<file path="config.mk">
export PLATFORM = sky130hd
export DESIGN_NAME = bmrp_core
export DESIGN_NICKNAME = d
export VERILOG_FILES = /design/src/bmrp_core.v
export VERILOG_INCLUDE_DIRS = /design/src /design/src/include
export SDC_FILE = /design/constraint.sdc
export NUM_CORES = 2
export LEC_CHECK = 0
export BUFFER_PORTS_ARGS = -buffer_cell sky130_fd_sc_hd__buf_4
export CAP_MARGIN = 30
export CORE_MARGIN = 5
export CORE_UTILIZATION = 50
export CTS_CLUSTER_DIAMETER = 40
export DETAILED_ROUTE_END_ITERATION = 6
export MAX_ROUTING_LAYER = met4
export PLACE_DENSITY = 0.65
export SYNTH_ARGS = -nofsm -noshare
export SYNTH_HDL_FRONTEND = slang
export SYNTH_SLANG_ARGS = --single-unit
</file>
<file path="constraint.sdc">
create_clock -name ref_clk -period 8.4 [get_ports ref_clk]
set_input_delay 0.42 -clock ref_clk [delete_from_list [all_inputs] [get_ports ref_clk]]
set_output_delay 0.42 -clock ref_clk [all_outputs]
set_load 0.01 [all_outputs]
</file>
<file path="src/include/bmrp_defines.vh">
// Constants for the block memory read and protect command handler.
`ifndef BMRP_DEFINES_VH
`define BMRP_DEFINES_VH

// Memory function command codes.
`define BMRP_CMD_READ_MEM     8'hf0
`define BMRP_CMD_PROTECT      8'hc3
`define BMRP_CMD_READ_PROT    8'haa
`define BMRP_CMD_WRITE_BLOCK  8'h55

// Parameter byte layout and user memory geometry.
`define BMRP_BLK_MSB          4
`define BMRP_BLK_LSB          0
`define BMRP_LAST_BLOCK       5'h1e
`define BMRP_PAST_END         5'h1f
`define BMRP_NUM_BLOCKS       31
`define BMRP_BLOCK_BYTES      8
`define BMRP_MEM_BYTES        248
`define BMRP_LAST_OFFSET      4'h7
`define BMRP_CRC_LO_SLOT      4'h8
`define BMRP_CRC_HI_SLOT      4'h9

// Bytes sent back to the master.
`define BMRP_FILL_BYTE        8'hff
`define BMRP_ST_UNPROT        8'h0f
`define BMRP_ST_PROT          8'hf0
`define BMRP_CS_OK            8'haa
`define BMRP_CS_ALREADY       8'h55
`define BMRP_CS_FAIL          8'hee

// Reflected CRC-16 polynomial and cleared generator value.
`define BMRP_CRC_POLY         16'ha001
`define BMRP_CRC_CLEAR        16'h0000

// Release byte and programming time defaults.
`define BMRP_RELEASE_BYTE     8'haa
`define BMRP_PROG_CYCLES      16'd1000

// Transmit buffer shape.
`define BMRP_FIFO_WIDTH       8
`define BMRP_FIFO_DEPTH       16
`define BMRP_FIFO_AW          4

`endif

</file>
<file path="src/bmrp_core.v">
// Memory function command handler: read, protect and protection readout with a transmit FIFO.
`timescale 1ns/1ps
`include "bmrp_defines.vh"

module bmrp_fifo #(
    parameter WIDTH = 8,
    parameter DEPTH = 16,
    parameter AW    = 4
) (
    // Clock and reset.
    input  wire             ref_clk,
    input  wire             rst_n,
    input  wire             flush,
    // Filling side.
    input  wire             in_valid,
    input  wire [WIDTH-1:0] in_data,
    output wire             in_ready,
    // Draining side, both outputs registered.
    output reg              out_valid_q,
    output reg  [WIDTH-1:0] out_data_q,
    input  wire             out_ready
);
    reg [WIDTH-1:0] mem [0:DEPTH-1];
    reg [AW-1:0]    wr_ptr_q;
    reg [AW-1:0]    rd_ptr_q;
    reg [AW:0]      count_q;
    wire            push;
    wire            pop;

    // The output register counts as one more slot, so real depth is DEPTH plus one.
    assign in_ready = (count_q != DEPTH[AW:0]);
    assign push     = in_valid && in_ready;
    assign pop      = (count_q != {(AW+1){1'b0}}) && (!out_valid_q || out_ready);

    always @(posedge ref_clk) begin
        if (push) begin
            mem[wr_ptr_q] <= in_data;
        end
    end

    always @(posedge ref_clk or negedge rst_n) begin
        if (!rst_n) begin
            wr_ptr_q    <= {AW{1'b0}};
            rd_ptr_q    <= {AW{1'b0}};
            count_q     <= {(AW+1){1'b0}};
            out_valid_q <= 1'b0;
            out_data_q  <= {WIDTH{1'b0}};
        end else if (flush) begin
            wr_ptr_q    <= {AW{1'b0}};
            rd_ptr_q    <= {AW{1'b0}};
            count_q     <= {(AW+1){1'b0}};
            out_valid_q <= 1'b0;
        end else begin
            if (push) begin
                wr_ptr_q <= wr_ptr_q + 1'b1;
            end
            if (pop) begin
                rd_ptr_q    <= rd_ptr_q + 1'b1;
                out_data_q  <= mem[rd_ptr_q];
                out_valid_q <= 1'b1;
            end else if (out_ready) begin
                out_valid_q <= 1'b0;
            end
            if (push && !pop) begin
                count_q <= count_q + 1'b1;
            end else if (pop && !push) begin
                count_q <= count_q - 1'b1;
            end
        end
    end
endmodule // bmrp_fifo

module bmrp_core #(
    parameter [7:0]  RELEASE_BYTE = `BMRP_RELEASE_BYTE,
    parameter [15:0] PROG_CYCLES  = `BMRP_PROG_CYCLES
) (
    // Clock and reset.
    input  wire        ref_clk,
    input  wire        rst_n,
    // Byte link layer: bus reset and received bytes.
    input  wire        bus_rst,
    input  wire        rx_valid,
    input  wire [7:0]  rx_byte,
    // Bytes to send, drained by the link layer.
    output wire        tx_valid,
    output wire [7:0]  tx_byte,
    input  wire        tx_ready,
    // Write engine hand-off.
    output reg         write_start_q,
    output reg  [4:0]  write_block_q,
    input  wire        mem_wr_en,
    input  wire [7:0]  mem_wr_addr,
    input  wire [7:0]  mem_wr_data,
    // Nonvolatile programming result and busy flag.
    input  wire        prog_fail,
    output reg         busy_q
);
    localparam [9:0] S_IDLE  = 10'h001;
    localparam [9:0] S_PARAM = 10'h002;
    localparam [9:0] S_CRCLO = 10'h004;
    localparam [9:0] S_CRCHI = 10'h008;
    localparam [9:0] S_READ  = 10'h010;
    localparam [9:0] S_REL   = 10'h020;
    localparam [9:0] S_PROG  = 10'h040;
    localparam [9:0] S_STAT  = 10'h080;
    localparam [9:0] S_PSTAT = 10'h100;
    localparam [9:0] S_HALT  = 10'h200;

    reg [7:0]                   user_mem [0:`BMRP_MEM_BYTES-1];
    reg [`BMRP_NUM_BLOCKS-1:0]  prot_q;
    reg [9:0]                   state_q;
    reg [7:0]                   cmd_q;
    reg [4:0]                   blk_q;
    reg [3:0]                   off_q;
    reg [15:0]                  crc_q;
    reg [15:0]                  cnt_q;
    reg [7:0]                   status_q;
    reg                         push_valid;
    reg [7:0]                   push_data;
    wire                        push_ready;
    wire [4:0]                  rx_blk;
    wire [4:0]                  wr_blk;
    wire [7:0]                  rd_byte;

    // Shift one byte into the reflected CRC-16, least-significant bit first.
    function [15:0] crc16_byte;
        input [15:0] c;
        input [7:0]  d;
        integer      i;
        reg   [15:0] r;
        begin
            r = c;
            for (i = 0; i < 8; i = i + 1) begin
                r = (r[0] ^ d[i]) ? ((r >> 1) ^ `BMRP_CRC_POLY) : (r >> 1);
            end
            crc16_byte = r;
        end
    endfunction

    // Protection status of a block, with the fill byte beyond the last block.
    function [7:0] prot_byte;
        input [4:0]                  b;
        input [`BMRP_NUM_BLOCKS-1:0] p;
        begin
            prot_byte = (b > `BMRP_LAST_BLOCK) ? `BMRP_FILL_BYTE :
                        (p[b] ? `BMRP_ST_PROT : `BMRP_ST_UNPROT);
        end
    endfunction

    assign rx_blk  = rx_byte[`BMRP_BLK_MSB:`BMRP_BLK_LSB];
    assign wr_blk  = mem_wr_addr[7:3];
    assign rd_byte = user_mem[{blk_q, off_q[2:0]}];

    // The write engine may not touch a protected block or any address past the end.
    always @(posedge ref_clk) begin
        if (mem_wr_en && (wr_blk <= `BMRP_LAST_BLOCK) && !prot_q[wr_blk]) begin
            user_mem[mem_wr_addr] <= mem_wr_data;
        end
    end

    // Byte offered to the transmit FIFO in each state.
    always @* begin
        push_valid = 1'b0;
        push_data  = `BMRP_FILL_BYTE;
        case (state_q)
            S_CRCLO: begin
                push_valid = 1'b1;
                push_data  = ~crc_q[7:0];
            end
            S_CRCHI: begin
                push_valid = 1'b1;
                push_data  = ~crc_q[15:8];
            end
            S_READ: begin
                push_valid = 1'b1;
                if (blk_q > `BMRP_LAST_BLOCK) begin
                    push_data = `BMRP_FILL_BYTE;
                end else if (off_q == `BMRP_CRC_LO_SLOT) begin
                    push_data = ~crc_q[7:0];
                end else if (off_q == `BMRP_CRC_HI_SLOT) begin
                    push_data = ~crc_q[15:8];
                end else begin
                    push_data = rd_byte;
                end
            end
            S_STAT: begin
                push_valid = 1'b1;
                push_data  = status_q;
            end
            S_PSTAT: begin
                push_valid = 1'b1;
                push_data  = prot_byte(blk_q, prot_q);
            end
            default: push_valid = 1'b0;
        endcase
    end

    always @(posedge ref_clk or negedge rst_n) begin
        if (!rst_n) begin
            state_q       <= S_IDLE;
            cmd_q         <= 8'h00;
            blk_q         <= 5'h00;
            off_q         <= 4'h0;
            crc_q         <= `BMRP_CRC_CLEAR;
            cnt_q         <= 16'h0000;
            status_q      <= 8'h00;
            prot_q        <= {`BMRP_NUM_BLOCKS{1'b0}};
            write_start_q <= 1'b0;
            write_block_q <= 5'h00;
            busy_q        <= 1'b0;
        end else begin
            write_start_q <= 1'b0;
            busy_q        <= !(state_q == S_IDLE || state_q == S_HALT);
            if (bus_rst) begin
                state_q <= S_IDLE;
                busy_q  <= 1'b0;
            end else begin
                case (state_q)
                    S_IDLE: begin
                        if (rx_valid) begin
                            cmd_q <= rx_byte;
                            crc_q <= crc16_byte(`BMRP_CRC_CLEAR, rx_byte);
                            if (rx_byte == `BMRP_CMD_READ_MEM ||
                                rx_byte == `BMRP_CMD_PROTECT ||
                                rx_byte == `BMRP_CMD_READ_PROT ||
                                rx_byte == `BMRP_CMD_WRITE_BLOCK) begin
                                state_q <= S_PARAM;
                            end else begin
                                state_q <= S_HALT;
                            end
                        end
                    end
                    S_PARAM: begin
                        if (rx_valid) begin
                            blk_q <= rx_blk;
                            crc_q <= crc16_byte(crc_q, rx_byte);
                            if (rx_blk > `BMRP_LAST_BLOCK) begin
                                state_q <= S_HALT;
                            end else begin
                                state_q <= S_CRCLO;
                            end
                        end
                    end
                    S_CRCLO: begin
                        if (push_ready) begin
                            state_q <= S_CRCHI;
                        end
                    end
                    S_CRCHI: begin
                        if (push_ready) begin
                            crc_q <= `BMRP_CRC_CLEAR;
                            off_q <= 4'h0;
                            case (cmd_q)
                                `BMRP_CMD_READ_MEM: begin
                                    state_q <= S_READ;
                                end
                                `BMRP_CMD_PROTECT: begin
                                    state_q <= S_REL;
                                end
                                `BMRP_CMD_READ_PROT: begin
                                    state_q <= S_PSTAT;
                                end
                                default: begin
                                    // The write engine owns the rest of the write flow.
                                    write_start_q <= 1'b1;
                                    write_block_q <= blk_q;
                                    state_q       <= S_HALT;
                                end
                            endcase
                        end
                    end
                    S_READ: begin
                        if (push_ready && blk_q <= `BMRP_LAST_BLOCK) begin
                            if (off_q <= `BMRP_LAST_OFFSET) begin
                                crc_q <= crc16_byte(crc_q, rd_byte);
                                off_q <= off_q + 4'h1;
                            end else if (off_q == `BMRP_CRC_LO_SLOT) begin
                                off_q <= `BMRP_CRC_HI_SLOT;
                            end else begin
                                crc_q <= `BMRP_CRC_CLEAR;
                                off_q <= 4'h0;
                                blk_q <= blk_q + 5'h01;
                            end
                        end
                    end
                    S_REL: begin
                        if (rx_valid) begin
                            cnt_q <= 16'h0000;
                            if (rx_byte == RELEASE_BYTE) begin
                                state_q <= S_PROG;
                            end else begin
                                state_q <= S_HALT;
                            end
                        end
                    end
                    S_PROG: begin
                        if (prot_q[blk_q]) begin
                            status_q <= `BMRP_CS_ALREADY;
                            state_q  <= S_STAT;
                        end else if (cnt_q == PROG_CYCLES - 16'h0001) begin
                            state_q <= S_STAT;
                            if (prog_fail) begin
                                status_q <= `BMRP_CS_FAIL;
                            end else begin
                                status_q       <= `BMRP_CS_OK;
                                prot_q[blk_q]  <= 1'b1;
                            end
                        end else begin
                            cnt_q <= cnt_q + 16'h0001;
                        end
                    end
                    S_STAT: begin
                        if (push_ready) begin
                            state_q <= S_HALT;
                        end
                    end
                    S_PSTAT: begin
                        if (push_ready && blk_q != `BMRP_PAST_END) begin
                            blk_q <= blk_q + 5'h01;
                        end
                    end
                    S_HALT: state_q <= S_HALT;
                    default: state_q <= S_IDLE;
                endcase
            end
        end
    end

    // Bytes already queued must not leak into the next flow, so a bus reset flushes them.
    bmrp_fifo #(
        .WIDTH (`BMRP_FIFO_WIDTH),
        .DEPTH (`BMRP_FIFO_DEPTH),
        .AW    (`BMRP_FIFO_AW)
    ) u_tx_fifo (
        .ref_clk     (ref_clk),
        .rst_n       (rst_n),
        .flush       (bus_rst),
        .in_valid    (push_valid),
        .in_data     (push_data),
        .in_ready    (push_ready),
        .out_valid_q (tx_valid),
        .out_data_q  (tx_byte),
        .out_ready   (tx_ready)
    );
endmodule // bmrp_core

</file>
==> results.tsv <==
metric	value	unit
finalCriticalPeriod	6330	ps
synth_cells	4648	
synth-edff-count	2112	
rr_startpoint	blk_q[0]$_DFFE_PN0P_	
dp_hpwl	155000	um
fillers	13127	
grt_util_met3	6.92	%
yosysTopAreaCellShare	70.2	%
finalCritPeriodShare	75.3	%
fin_util	57.5	%
yosysWarnings	0	
pwr-share-seq	47.2	%
drc	1	
grt_pass1_wl	354000	um
gp_congestion	0.962	
status	finished, violations left	
synth_common_cells	edfxtp_1 (2112), mux4_2 (487), nor2_1 (364)	
drive_above_1_share	23.4	%
yosysUniqueCellTypes	89	
cts_root_buf	clkbuf_16	
synth-seq-cells	2234	
die_area	189000	um2
yosysTopAreaCell	edfxtp_1	
postCtsSetupBuffers	0	
p_sw	0.00564	W
violations	DRC	
drt_iter0_drc	6703	
gr-total-overflow	0	
ir_drop	185	uV
vias	48183	
cts_made_buffers	308	
cp-end-kind	register	
pwr-share-comb	3.8	%
synth.avg_cell_area	19.4	um2
wirelength	248000	um
hold_violations	0	
clkLatencyLatePin	920	ps
core	180000	um2
grt.busiest_layer	met2	
wl_per_cell	33.2	um
initial_core_util	50.1	%
worstPathArrival	7110	ps
p_per_area	254	nW/um2
cts_tree	yes	
synthArstFlopShare	5.46	%
p_leak	33.3	nW
io_pins	47	
area_growth	14.6	%
fin_skew	54.0	ps
slowest_stage	a2111oi_0	
hp-class	input pin to register	
cap_viol_max_count	0	
synthFlopType	edfxtp_1	
grt_setup_unrepaired	no	
numPortBuffers	46	
die_y	435	um
fmax	158	MHz
start_kind	register	
internal_power	0.0207	W
slew_headroom	20.9	%
critPathLaunch	blk_q[0]$_DFFE_PN0P_	
fp-row-count	156	
grt_max_degree	139	
yosysSeqAreaShare	73.6	%
yosysMostFrequentCell	edfxtp_1	
detail_route.vias_per_cell	6.45	
crit_type	register to register	
met1_usage	36.8	%
fp.dieW	435	um
slew_viol_final	0	
htreeDepth	5	
cts.clk_slew.worst_paths	60	ps
setup_tns	0	ps
switching_share	21.4	%
required	9180	ps
antenna_left	0	
synth_area_leaders	edfxtp_1 (70%), mux4_2 (12%), dfrtp_1 (3.4%), mux2i_1 (1.7%), nor2_1 (1.5%)	
synth_fp_nets	4713	
clkPwrFrac	49.0	%
grt_pass1_vias	47017	
critPathMaxFanout	46	
total_power	0.0263	W
syn_area	90300	um2
cts_buffer_depth	4	
grt_use_met2	38.9	%
grt_util_all_layers	26.7	%
antenna_found_initial	11	
hold_start	mem_wr_data[4]	
first_pass_iters	7	
nNetsFinal	4933	
worst_slew_pin_slew	1180	ps
setup_viol	0	
clock-sinks	2234	
max_stage_delay	1060	ps
worstPathCellList	inv_4 > buf_12 > mux2i_1 > o21ai_0 > o21ai_0 > a2111oi_0 > o311ai_1 > xnor3_1 > xnor3_2 > xnor3_1 > nand2_1 > a21oi_1	
[area by class of cell]
type	count	area (um2)	share of cell area, %
Antenna cell	8	20.0	0.0193
Clock buffer	352	8070	7.80
Clock inverter	181	2100	2.03
Inverter	28	110	0.106
Multi-Input combinational cell	2114	22100	21.3
Sequential cell	2234	66500	64.2
Tap cell	2370	2970	2.86
Timing Repair Buffer	182	1720	1.66
[power by group through the flow]
| stage | Combinational [W] | Clock [W] | Sequential [W] |
|---|---|---|---|
| detailed placement | 0.000986 | 0 | 0.0126 |
| finish | 0.00100 | 0.0129 | 0.0124 |
| global placement | 0.000963 | 0 | 0.0126 |
| floorplan | 0.000609 | 0 | 0.0126 |
| global route | 0.00109 | 0.0135 | 0.0124 |
| CTS | 0.000998 | 0.0130 | 0.0124 |
[through the flow]
step                area [um2]  instances  setup slack, ps  hold WS (ps)
floorplan                90300       4648             4380           124
global placement         92900       6883             2550           464
detailed placement       93100       6903             2520           472
CTS                     103000       7452             2470          74.0
global route            104000       7468             2150          83.9
finish                  104000       7469             2070          72.4
[path summary, 6_finish.rpt]
kind	slack, ps	end	cells past startpoint
max	2070	crc_q[15]$_DFFE_PN0P_	12
min	70	user_mem[44][4]$_DFFE_PP_	1
max reg2reg	2070	crc_q[15]$_DFFE_PN0P_	12
min reg2reg	480	write_block_q[2]$_DFFE_PN0P_	2
max in group asynchronous	7090	prot_q[7]$_DFFE_PN0P_	4
min in group asynchronous	120	u_tx_fifo.wr_ptr_q[2]$_DFFE_PN0P_	2
[critical path: cells and delay by family (launching register included)]
kind / cells / cell delay [ps]
mux: 1 / 150
xor+xnor: 3 / 1410
simple gates: 1 / 80
buf+inv: 2 / 1020
flops: 1 / 760
compound gates: 5 / 2690
[placed cells by master (no fill, tap or decap), types with 70 or more instances in the layout]
| cell type | instances |
|---|---|
| mux4_2 | 487 |
| clkbuf_16 | 315 |
| dfrtp_1 | 113 |
| edfxtp_1 | 2112 |
| mux2i_1 | 149 |
| buf_4 | 135 |
| o21ai_0 | 70 |
| a21oi_1 | 80 |
| nand2_1 | 228 |
| nor2_1 | 362 |
[per-layer routing]
layer	vias up	part of all wire, %
met1	25183	39
met3	617	11
met5	-	0
li1	19511	-
met4	0	4.4
met2	2872	46
[sequential cells by signal, summed over array words and instances (netlist names), 5 cells and up]
register,flops
u_tx_fifo.count_q,5
write_block_q,5
user_mem,1984
blk_q,5
cmd_q,8
cnt_q,16
crc_q,16
state_q,10
u_tx_fifo.mem,128
prot_q,31
u_tx_fifo.out_data_q,8
[cells by family after synthesis]
kind of cell,after synthesis,synth area share (%)
buffers and inverters,300,2.04
muxes,707,15.5
xor gates and xnor gates,74,0.803
adders and majority gates,34,0.479
DFF,2234,73.6
and+or+nand+nor,861,4.30
AOI/OAI and AO/OA,438,3.29
[repair_timing]
action	4_1_cts	5_1_grt
endpoints found under the setup margin	0	0
gates resized for setup	0	0
endpoints found under the hold margin	110	0
hold buffers	16	0
Power figures use the tool's default switching activity.
